==> src/rss_pkg.sv <==
// constants and types for the reset and supply supervisor
package rss_pkg;
  localparam int unsigned CLK_PERIOD_NS = 40;
  // power-up release times, in ns
  localparam int unsigned T_START_BOR_NS = 3300000;
  localparam int unsigned T_START_NOBOR_NS = 1000000;
  localparam int unsigned START_BOR_CYC = (T_START_BOR_NS + CLK_PERIOD_NS - 1) / CLK_PERIOD_NS;
  localparam int unsigned START_NOBOR_CYC = (T_START_NOBOR_NS + CLK_PERIOD_NS - 1) / CLK_PERIOD_NS;
  // wakeup latencies to run, in ns (all times round down)
  localparam int unsigned T_WAKE_SLEEP_NS = 400;
  localparam int unsigned T_WAKE_LPRUN_NS = 3000;
  localparam int unsigned T_WAKE_LPSLEEP_NS = 46000;
  localparam int unsigned T_WAKE_STOP_NS = 8000;
  localparam int unsigned T_WAKE_STANDBY_NS = 58000;
  localparam int unsigned T_WAKE_COMM_NS = 2000;
  localparam int unsigned CNT_W = 17;
  localparam logic [CNT_W-1:0] WAKE_SLEEP_CYC = CNT_W'(T_WAKE_SLEEP_NS / CLK_PERIOD_NS);
  localparam logic [CNT_W-1:0] WAKE_LPRUN_CYC = CNT_W'(T_WAKE_LPRUN_NS / CLK_PERIOD_NS);
  localparam logic [CNT_W-1:0] WAKE_LPSLEEP_CYC = CNT_W'(T_WAKE_LPSLEEP_NS / CLK_PERIOD_NS);
  localparam logic [CNT_W-1:0] WAKE_STOP_CYC = CNT_W'(T_WAKE_STOP_NS / CLK_PERIOD_NS);
  localparam logic [CNT_W-1:0] WAKE_STANDBY_CYC = CNT_W'(T_WAKE_STANDBY_NS / CLK_PERIOD_NS);
  localparam logic [CNT_W-1:0] WAKE_COMM_CYC = CNT_W'(T_WAKE_COMM_NS / CLK_PERIOD_NS);
  localparam logic [CNT_W-1:0] CNT_ZERO = 17'h00000;
  localparam logic [CNT_W-1:0] CNT_ONE = 17'h00001;
  // brownout and monitor level fields
  localparam int unsigned BOR_LVL_W = 3;
  localparam logic [BOR_LVL_W-1:0] BOR_LVL_MAX = 3'h4;
  localparam logic [BOR_LVL_W-1:0] BOR_LVL_RST = 3'h0;
  localparam int unsigned SLM_LVL_W = 3;
  localparam logic [SLM_LVL_W-1:0] SLM_LVL_MAX = 3'h6;
  localparam logic [SLM_LVL_W-1:0] SLM_LVL_RST = 3'h0;
  // regulator modes
  typedef enum logic [1:0] {REG_MAIN = 2'h0, REG_LOWPWR = 2'h1, REG_OFF = 2'h2} rss_reg_type;
  // boot sources
  typedef enum logic [1:0] {BOOT_FLASH = 2'h0, BOOT_SYSMEM = 2'h1, BOOT_SRAM = 2'h2} rss_boot_type;
  // power modes
  typedef enum logic [2:0] {
    PM_RUN = 3'h0, PM_SLEEP = 3'h1, PM_LPRUN = 3'h2,
    PM_LPSLEEP = 3'h3, PM_STOP = 3'h4, PM_STANDBY = 3'h5
  } rss_pm_type;
  // supervisor sequence
  typedef enum logic [2:0] {
    SQ_HOLD = 3'h0, SQ_START = 3'h1, SQ_OPTLOAD = 3'h2,
    SQ_BOOT = 3'h3, SQ_ACTIVE = 3'h4, SQ_WAKE = 3'h5
  } rss_seq_type;
  // output register reset image: all fields zero except the reference, so the regulator mode reads REG_MAIN
  localparam logic [23:0] OUT_RST = 24'h000100;
endpackage : rss_pkg

==> src/rss_top.sv <==
// reset and supply supervisor: reset hold, option load, brownout, monitor, regulator, boot, wakeup
module rss_top
  import rss_pkg::*;
#(
  parameter int unsigned START_BOR_CNT = START_BOR_CYC,
  parameter int unsigned START_NOBOR_CNT = START_NOBOR_CYC,
  parameter bit BOR_AT_POWERUP = 1'b1
)
(
  // clock and reset
  input wire logic I_MCLK,
  input wire logic I_RST_B,
  // analog comparators
  input wire logic I_POR_OK,
  input wire logic I_BOR_OK,
  input wire logic I_SLM_ABOVE,
  // option bytes
  input wire logic I_OPT_VALID,
  input wire logic [BOR_LVL_W-1:0] I_OPT_BOR_LEVEL,
  input wire logic I_OPT_BOR_DIS,
  // boot pins
  input wire logic I_BOOT0,
  input wire logic I_BOOT1,
  // monitor control
  input wire logic I_SLM_EN,
  input wire logic [SLM_LVL_W-1:0] I_SLM_LEVEL,
  input wire logic I_SLM_RISE_EN,
  input wire logic I_SLM_FALL_EN,
  input wire logic I_SLM_CLR_RISE,
  input wire logic I_SLM_CLR_FALL,
  // power mode control
  input wire logic I_VREF_AUTO_OFF,
  input wire logic I_MODE_ENTER,
  input wire logic [2:0] I_MODE_REQ,
  input wire logic I_WAKE,
  input wire logic I_COMM_WAKE,
  // reset and option outputs
  output logic O_CHIP_RST_B,
  output logic O_OPT_LOAD,
  output logic O_BOR_EN,
  output logic [BOR_LVL_W-1:0] O_BOR_LEVEL,
  // monitor outputs
  output logic O_SLM_ON,
  output logic [SLM_LVL_W-1:0] O_SLM_LEVEL,
  output logic O_SLM_PEND_RISE,
  output logic O_SLM_PEND_FALL,
  output logic O_SLM_IRQ,
  // power outputs
  output logic [1:0] O_REG_MODE,
  output logic O_VREF_ON,
  output logic O_CORE_PWR,
  output logic [2:0] O_PWR_MODE,
  output logic O_RUN,
  // boot outputs
  output logic [1:0] O_BOOT_SRC,
  output logic O_LOADER_USART_EN
);

  ////////////////////////////////////////////////////////////////////////////
  // input synchronisers
  logic [4:0] s1_q;
  logic [4:0] s2_q;
  logic [4:0] s1_d;
  logic por_ok;
  logic bor_ok;
  logic slm_above;
  logic boot0;
  logic boot1;

  always_comb
  begin
    s1_d = {I_POR_OK, I_BOR_OK, I_SLM_ABOVE, I_BOOT0, I_BOOT1};
  end

  always_ff @(posedge I_MCLK)
  begin
    if (!I_RST_B)
    begin
      s1_q <= 5'h00;
      s2_q <= 5'h00;
    end
    else
    begin
      s1_q <= s1_d;
      s2_q <= s1_q;
    end
  end

  assign {por_ok, bor_ok, slm_above, boot0, boot1} = s2_q;

  ////////////////////////////////////////////////////////////////////////////
  // supervisor sequence
  rss_seq_type seq_q;
  rss_seq_type seq_d;
  rss_pm_type pm_q;
  rss_pm_type pm_d;
  logic [CNT_W-1:0] cnt_q;
  logic [CNT_W-1:0] cnt_d;
  logic bor_en_q;
  logic bor_en_d;
  logic [BOR_LVL_W-1:0] bor_lvl_q;
  logic [BOR_LVL_W-1:0] bor_lvl_d;
  rss_boot_type boot_q;
  rss_boot_type boot_d;
  logic supply_ok;
  logic [CNT_W-1:0] wake_cnt;

  always_comb
  begin
    unique case (pm_q)
      PM_SLEEP: wake_cnt = WAKE_SLEEP_CYC;
      PM_LPRUN: wake_cnt = WAKE_LPRUN_CYC;
      PM_LPSLEEP: wake_cnt = WAKE_LPSLEEP_CYC;
      PM_STOP: wake_cnt = WAKE_STOP_CYC;
      PM_STANDBY: wake_cnt = WAKE_STANDBY_CYC;
      default: wake_cnt = CNT_ZERO;
    endcase
  end

  always_comb
  begin
    supply_ok = por_ok && (!bor_en_q || bor_ok);
    seq_d = seq_q;
    pm_d = pm_q;
    cnt_d = cnt_q;
    bor_en_d = bor_en_q;
    bor_lvl_d = bor_lvl_q;
    boot_d = boot_q;
    if (!supply_ok)
    begin
      seq_d = SQ_HOLD;
      pm_d = PM_RUN;
    end
    else
    begin
      unique case (seq_q)
        SQ_HOLD:
        begin
          seq_d = SQ_START;
          cnt_d = bor_en_q ? CNT_W'(START_BOR_CNT) : CNT_W'(START_NOBOR_CNT);
        end
        SQ_START:
        begin
          if (cnt_q <= CNT_ONE)
            seq_d = SQ_OPTLOAD;
          else
            cnt_d = cnt_q - CNT_ONE;
        end
        SQ_OPTLOAD:
        begin
          if (I_OPT_VALID)
          begin
            seq_d = SQ_BOOT;
            bor_en_d = !I_OPT_BOR_DIS;
            bor_lvl_d = (I_OPT_BOR_LEVEL > BOR_LVL_MAX) ? BOR_LVL_MAX : I_OPT_BOR_LEVEL;
          end
        end
        SQ_BOOT:
        begin
          seq_d = SQ_ACTIVE;
          if (!boot0)
            boot_d = BOOT_FLASH;
          else if (!boot1)
            boot_d = BOOT_SYSMEM;
          else
            boot_d = BOOT_SRAM;
        end
        SQ_ACTIVE:
        begin
          if (pm_q == PM_RUN && I_MODE_ENTER && I_MODE_REQ <= 3'(PM_STANDBY))
            pm_d = rss_pm_type'(I_MODE_REQ);
          else if (pm_q != PM_RUN && (I_WAKE || I_COMM_WAKE))
          begin
            if (wake_cnt == CNT_ZERO && !I_COMM_WAKE)
              pm_d = PM_RUN;
            else
            begin
              seq_d = SQ_WAKE;
              cnt_d = I_COMM_WAKE ? wake_cnt + WAKE_COMM_CYC : wake_cnt;
            end
          end
        end
        SQ_WAKE:
        begin
          if (cnt_q <= CNT_ONE)
          begin
            seq_d = SQ_ACTIVE;
            pm_d = PM_RUN;
          end
          else
            cnt_d = cnt_q - CNT_ONE;
        end
        default: seq_d = SQ_HOLD;
      endcase
    end
  end

  always_ff @(posedge I_MCLK)
  begin
    if (!I_RST_B)
    begin
      seq_q <= SQ_HOLD;
      pm_q <= PM_RUN;
      cnt_q <= CNT_ZERO;
      bor_en_q <= BOR_AT_POWERUP;
      bor_lvl_q <= BOR_LVL_RST;
      boot_q <= BOOT_FLASH;
    end
    else
    begin
      seq_q <= seq_d;
      pm_q <= pm_d;
      cnt_q <= cnt_d;
      bor_en_q <= bor_en_d;
      bor_lvl_q <= bor_lvl_d;
      boot_q <= boot_d;
    end
  end

  ////////////////////////////////////////////////////////////////////////////
  // supply level monitor
  logic slm_on_q;
  logic slm_on_d;
  logic prev_q;
  logic prev_d;
  logic pend_r_q;
  logic pend_r_d;
  logic pend_f_q;
  logic pend_f_d;
  logic [SLM_LVL_W-1:0] slm_lvl_q;
  logic [SLM_LVL_W-1:0] slm_lvl_d;

  always_comb
  begin
    slm_on_d = I_SLM_EN;
    slm_lvl_d = (I_SLM_LEVEL > SLM_LVL_MAX) ? SLM_LVL_MAX : I_SLM_LEVEL;
    prev_d = slm_above;
    pend_r_d = pend_r_q && !I_SLM_CLR_RISE;
    pend_f_d = pend_f_q && !I_SLM_CLR_FALL;
    if (slm_on_q && I_SLM_RISE_EN && slm_above && !prev_q)
      pend_r_d = 1'b1;
    if (slm_on_q && I_SLM_FALL_EN && !slm_above && prev_q)
      pend_f_d = 1'b1;
  end

  always_ff @(posedge I_MCLK)
  begin
    if (!I_RST_B)
    begin
      slm_on_q <= 1'b0;
      slm_lvl_q <= SLM_LVL_RST;
      prev_q <= 1'b0;
      pend_r_q <= 1'b0;
      pend_f_q <= 1'b0;
    end
    else
    begin
      slm_on_q <= slm_on_d;
      slm_lvl_q <= slm_lvl_d;
      prev_q <= prev_d;
      pend_r_q <= pend_r_d;
      pend_f_q <= pend_f_d;
    end
  end

  ////////////////////////////////////////////////////////////////////////////
  // registered outputs
  logic [23:0] out_d;
  logic [23:0] out_q;
  rss_reg_type reg_mode;
  logic active;

  always_comb
  begin
    active = (seq_q == SQ_ACTIVE) || (seq_q == SQ_WAKE);
    unique case (pm_q)
      PM_LPRUN, PM_LPSLEEP, PM_STOP: reg_mode = REG_LOWPWR;
      PM_STANDBY: reg_mode = REG_OFF;
      default: reg_mode = REG_MAIN;
    endcase
    out_d = {
      active,
      seq_q == SQ_OPTLOAD,
      bor_en_q,
      bor_lvl_q,
      slm_on_q,
      slm_lvl_q,
      pend_r_q,
      pend_f_q,
      pend_r_q || pend_f_q,
      2'(reg_mode),
      !(pm_q == PM_STOP && I_VREF_AUTO_OFF),
      pm_q != PM_STANDBY,
      3'(pm_q),
      active && pm_q == PM_RUN,
      2'(boot_q),
      active && boot_q == BOOT_SYSMEM
    };
  end

  always_ff @(posedge I_MCLK)
  begin
    if (!I_RST_B)
      out_q <= OUT_RST;
    else
      out_q <= out_d;
  end

  assign {O_CHIP_RST_B, O_OPT_LOAD, O_BOR_EN, O_BOR_LEVEL, O_SLM_ON, O_SLM_LEVEL,
          O_SLM_PEND_RISE, O_SLM_PEND_FALL, O_SLM_IRQ, O_REG_MODE, O_VREF_ON,
          O_CORE_PWR, O_PWR_MODE, O_RUN, O_BOOT_SRC, O_LOADER_USART_EN} = out_q;

endmodule : rss_top

==> config.mk <==
export PLATFORM = sky130hd
export DESIGN_NAME = rss_top
export DESIGN_NICKNAME = d
export VERILOG_FILES = /design/src/rss_pkg.sv /design/src/rss_top.sv
export SDC_FILE = /design/constraint.sdc
export NUM_CORES = 1
export LEC_CHECK = 0
export BUFFER_PORTS_ARGS = -buffer_cell sky130_fd_sc_hd__buf_4
export CAP_MARGIN = 30
export CORE_MARGIN = 2
export CORE_UTILIZATION = 30
export DETAILED_ROUTE_END_ITERATION = 8
export SETUP_SLACK_MARGIN = 0.02
export SYNTH_ARGS = -nofsm -noshare
export SYNTH_HDL_FRONTEND = slang
export SYNTH_SLANG_ARGS = --single-unit
==> constraint.sdc <==
create_clock -name I_MCLK -period 2.35 [get_ports I_MCLK]
set_clock_uncertainty 0.15 [all_clocks]
set_input_delay 0.47 -clock I_MCLK [delete_from_list [all_inputs] [get_ports I_MCLK]]
set_output_delay 0.47 -clock I_MCLK [all_outputs]
set_load 0.01 [all_outputs]
After elaboration in Yosys (flattened, before gate mapping)
Cells that the tools add are included.

cells by class
  add/sub/neg operators = 2
  order comparisons = 4
  equality and inequality tests = 21
  multiplexer cells = 27
  bitwise gates (word level) = 1
  reduce and logical (&&, ||, !) cells = 43

operators with widths
  operator                                                          count
  two-way mux 17 bit                                                6
  one-hot mux 11 bit (5 select lines)                               1
  one-hot mux 17 bit (3 select lines)                               1
  two-way mux 3 bit                                                 12
  one-hot mux 3 bit (6 select lines)                                1
  adder 17 x 6 -> 17 bit (second input constant)                    1
  less-or-equal comparator 17 x 1 -> 1 bit (second input constant)  1
  logical NOT 17 bit                                                1
  subtractor 17 x 1 -> 17 bit (second input constant)               1
  logical AND 1 bit                                                 16
  inequality test 2 bit (second input constant)                     7
  == test 3 x 2 -> 1 bit (second input constant)                    4
  == test 3 bit (second input constant)                             4
  AND reduction 6 bit                                               2
  inequality test 3 bit (second input constant)                     3
  logical NOT 1 bit                                                 8
  == test 3 x 1 -> 1 bit (second input constant)                    2
  greater-than comparator 3 bit (second input constant)             2
  logical NOT 3 bit                                                 2
  one-hot mux 3 bit (2 select lines)                                1
  nonzero test 3 bit                                                2
  logical OR 1 bit                                                  4
  two-way mux 2 bit                                                 2
  one-hot mux 2 bit (2 select lines)                                1
  other kinds (10)                                                  13

word-level totals
  bits in registers = 70
  input bits = 27
  output and inout bits = 24
  word-level logic and storage cells = 113

Longest topological paths before layout
  word-level depth = 8
  gate-level depth with buffers = 11

Worst setup path before layout
Ideal clock, no wire load.

  path type = register -> register
  start = register pm_q[0]
  end = register cnt_q[9]
  setup time = 0.134 ns
  arrival = 2.140 ns
  data required time = 2.066 ns
  slack = -0.075 ns
  stages on the path, launching flop included = 11
  path buffers = 3
  clock period less this slack = 2.425 ns
  cells stage by stage = dfxtp_1 -> clkbuf_2 -> clkbuf_1 -> nand2_1 -> ha_1 -> and4b_1 -> nor3_1 -> o21ai_1 -> buf_2 -> o311ai_0 -> o31ai_1

between the ends
  word-level cells in the longest chain between the ends = 8
  elaborated cells on any way between the ends = 23

RTL lines
  what                                   RTL line        RTL
  from (decl)                            rss_top.sv:95   rss_pm_type pm_q;
  from (signal assigned)                 rss_top.sv:212  pm_q <= pm_d;
  == test 3 bit (tied with other cells)  rss_top.sv:110  unique case (pm_q)
  one-hot mux 11 bit (5 select lines)    rss_top.sv:110
  adder 17 x 6 -> 17 bit                 rss_top.sv:179  cnt_d = I_COMM_WAKE ? wake_cnt + WAKE_COMM_CYC : wake_cnt;
  two-way mux 17 bit                     rss_top.sv:179
  two-way mux 17 bit                     rss_top.sv:174  if (wake_cnt == CNT_ZERO && !I_COMM_WAKE)
  two-way mux 17 bit                     rss_top.sv:172  else if (pm_q != PM_RUN && (I_WAKE || I_COMM_WAKE))
  two-way mux 17 bit                     rss_top.sv:170  if (pm_q == PM_RUN && I_MODE_ENTER && I_MODE_REQ <= 3'(PM_STANDBY))
  one-hot mux 17 bit (3 select lines)    rss_top.sv:136  unique case (seq_q)
  to (signal assigned)                   rss_top.sv:213  cnt_q <= cnt_d;
  to (decl)                              rss_top.sv:97   logic [CNT_W-1:0] cnt_q;

Several ways; a longest one is shown, not always the timed one. The select of a mux whose other input is x is not followed.
A chain may end at the register's enable or synchronous reset.

Worst setup path in the final report
Same ends and word-level chain as after synthesis.

==> impl_metrics.env <==
export IMPL_setup_violations=0
export IMPL_rsz0062_at_grt="true"
export IMPL_dp_cells=531
export IMPL_grt_pass1_vias=2648
export IMPL_start_util_pct=30.5
export IMPL_r2r_slack_ns=0.09
export IMPL_ff_latch_area_sq_um=1410
export IMPL_die_w_um=106
export IMPL_crit_slowest_cell="o31ai_1"
export IMPL_syn_nets=377
export IMPL_fin_cells=550
export IMPL_io_buffer_count=50
export IMPL_dr_total_vias=2806
export IMPL_avgViaCountPerCell=5.10
export IMPL_power_density_nw_per_um2=576
export IMPL_grt_pass1_wl_um=12800
export IMPL_insertedDiodeCount=0
export IMPL_first_iter_violations=152
export IMPL_nFillCells=1032
export IMPL_vdd_drop_max_v=0.000308
export IMPL_synth_most_common_cell="dfxtp_1"
export IMPL_slew_headroom_pct=60.4
export IMPL_grt_ovfl_total=0
export IMPL_clock_sinks=70
export IMPL_worstMarginPinSlew_ns=0.593
export IMPL_cts_tree="done"
export IMPL_synth_area_leaders="dfxtp_1 (45%), and2_1 (5.8%), a21oi_1 (3.7%)"
export IMPL_ant_nets=0
export IMPL_period_share_pct=96.2
export IMPL_die_h_um=106
export IMPL_hpwl_um=5670
export IMPL_fin_crit_ns=2.26
export IMPL_max_stage_delay_ns=0.40
export IMPL_wl_per_cell_um=14.6
export IMPL_critPathKind="reg2reg"
export IMPL_drive_above_1_share_pct=31.4
export IMPL_yosysSeqAreaShare_pct=45.2
export IMPL_multiInputGateArea_sq_um=1730
export IMPL_num_rows=37
export IMPL_final_nets=442
export IMPL_synth_common_cells="dfxtp_1 (70), and2_1 (29), nand2_1 (26), a21oi_1 (23), nor2_1 (23)"
export IMPL_clock_root_buffer="clkbuf_8"
export IMPL_crit_top_cell="o31ai_1"
export IMPL_htreeDepth=3
export IMPL_route_detailed_drc=0
export IMPL_p_leak_nw=1.67
export IMPL_synth_top_area_share_pct=45.2
export IMPL_ys_flop_type="dfxtp_1"
export IMPL_fin_util_pct=40.9
export IMPL_synth_area_leader_cell="dfxtp_1"
export IMPL_p_comb_share_pct=5.6
export IMPL_syn2layout_area_growth_pct=34.2
export IMPL_required_ns=2.46
export IMPL_synthArstFlopShare_pct=0
export IMPL_grt_start_max_net_pins=29
export IMPL_outcome="completed"
export IMPL_p_sw_mw=0.532
export IMPL_hold_violations=0
export IMPL_pwr_share_clk_pct=43.8
export IMPL_drv_cap=0
export IMPL_clkLatencyLatePin_ns=0.35
export IMPL_p_seq_share_pct=50.6
export IMPL_critPathTopFamily="compound AO/OA/AOI/OAI gates"
export IMPL_post_synth_cell_area_avg_sq_um=9.02
export IMPL_hold_buffers=0
export IMPL_internal_power_mw=1.86
export IMPL_dr_pass1_iters=5
export IMPL_yosys_warnings=0
export IMPL_fmax_mhz=442
export IMPL_maxSlewViolCount=0
export IMPL_critPathCaptureType="register"
export IMPL_crit_arrival_ns=2.37
export IMPL_synthesis_area_sq_um=3100
export IMPL_clk_pin_slew_worst_paths_ns=0.07
export IMPL_grt_usage_pct=14.4
export IMPL_cp_max_fo=7
export IMPL_p_sw_share_pct=22.2
export IMPL_core_area_sq_um=10200
export IMPL_cp_cell_sequence="buf_4 > nor2_1 > a21o_1 > ha_1 > nand2_1 > o31ai_1 > a31oi_1 > o31ai_1"
export IMPL_synth_seq_cells=70
export IMPL_synthCells=344
export IMPL_synth_edff_count=0
export IMPL_cp_start_kind="register"
export IMPL_wirelength_um=8040
export IMPL_ys_types=62
export IMPL_num_io_pins=51
export IMPL_routabilityCongestion=0.865
export IMPL_cts_buffers=9
export IMPL_dieArea_sq_um=11200
export IMPL_clk_path_buf_depth=2
export IMPL_hold_path_class="in2reg"
export IMPL_crit_buf_inv=1
export IMPL_antenna_found_initial=0
[repair_timing]
item                                    in CTS  in global routing
buffers inserted                             0                  3
pin swaps                                    1                 10
endpoints found under the setup margin      12                 20
gates resized for setup                     10                 33
[state kept, by name, indices dropped and copies added, names as in the netlist, 2 cells and up]
signal / cells
seq_q: 3
boot_q: 2
s2_q: 5
bor_lvl_q: 3
pm_q: 3
out_q: 24
s1_q: 5
slm_lvl_q: 3
cnt_q: 17
[area by class of cell]
type | count | share of cell area (%)
multi-input combinational | 238 | 41.6
sequential | 70 | 33.8
timing repair buffer | 74 | 13.9
tap | 136 | 4.09
clock buffer | 10 | 3.07
clock inverter | 6 | 2.07
inverter | 16 | 1.44
[layout by cell type, fill, tap and decap left out, types with 4 or more instances in the layout]
| master | n |
|---|---|
| o311ai_4 | 4 |
| a21oi_1 | 22 |
| ha_1 | 5 |
| mux2i_1 | 4 |
| a22o_1 | 4 |
| nor2_1 | 22 |
| and2_1 | 28 |
| nand2b_1 | 4 |
| inv_1 | 14 |
| nor4_2 | 4 |
| o31ai_2 | 4 |
| nand2_1 | 25 |
| clkbuf_8 | 9 |
| o32ai_1 | 4 |
| nand3_1 | 8 |
| nand4_1 | 4 |
| o31ai_1 | 7 |
| nor3_1 | 8 |
| dfxtp_1 | 68 |
| a31oi_1 | 4 |
| o21ai_0 | 4 |
| buf_4 | 70 |
| or3_1 | 4 |
| nor2b_1 | 4 |
[path summary, 6_finish.rpt]
kind,from,to,depth (start not counted)
max reg2reg,pm_q[0],cnt_q[9],8
min,I_VREF_AUTO_OFF,out_q[8],2
min reg2reg,slm_lvl_q[1],out_q[15],1
max,pm_q[0],cnt_q[9],8
[metrics by stage]
stage,setup WS [ns],power [mW],setup TNS (ns),instance area (sq um),hold WS [ns]
after floorplan,0.0323,1.30,0,3110,0.262
after global placement,-0.0321,1.37,-0.167,3720,0.268
after detailed placement,-0.144,1.37,-0.801,3720,0.273
after CTS,0.0363,2.42,0,3950,0.130
after global routing,-0.0187,2.50,-0.0436,4160,0.120
final,0.0894,2.40,0,4160,0.144
[power by group through the flow]
stage / Clock (mW) / Combinational, mW / Sequential [mW]
after floorplan: 0 / 0.0621 / 1.24
after CTS: 1.08 / 0.128 / 1.21
after global routing: 1.14 / 0.146 / 1.21
final: 1.05 / 0.133 / 1.21
after global placement: 0 / 0.126 / 1.24
after detailed placement: 0 / 0.127 / 1.24
[routing by layer]
layer / wire length (um) / share of wire [%] / GRT usage [%] / up-vias
met5: 0 / 0 / 0 / -
met4: 146 / 1.8 / 5.17 / 0
met3: 567 / 7.1 / 4.95 / 17
met2: 3840 / 48 / 23.9 / 122
met1: 3480 / 43 / 17.3 / 1306
li1: - / - / - / 1361
[logic make-up after synthesis]
family,share of synthesized area [%]
AND/OR/NAND/NOR,26.3
flip-flops,45.2
buffers and inverters,5.08
adder cells (fa/ha/maj),2.42
XOR/XNOR,0.565
multiplexers,1.65
AO/OA/AOI/OAI,18.8
Power figures use the tool's default switching activity.
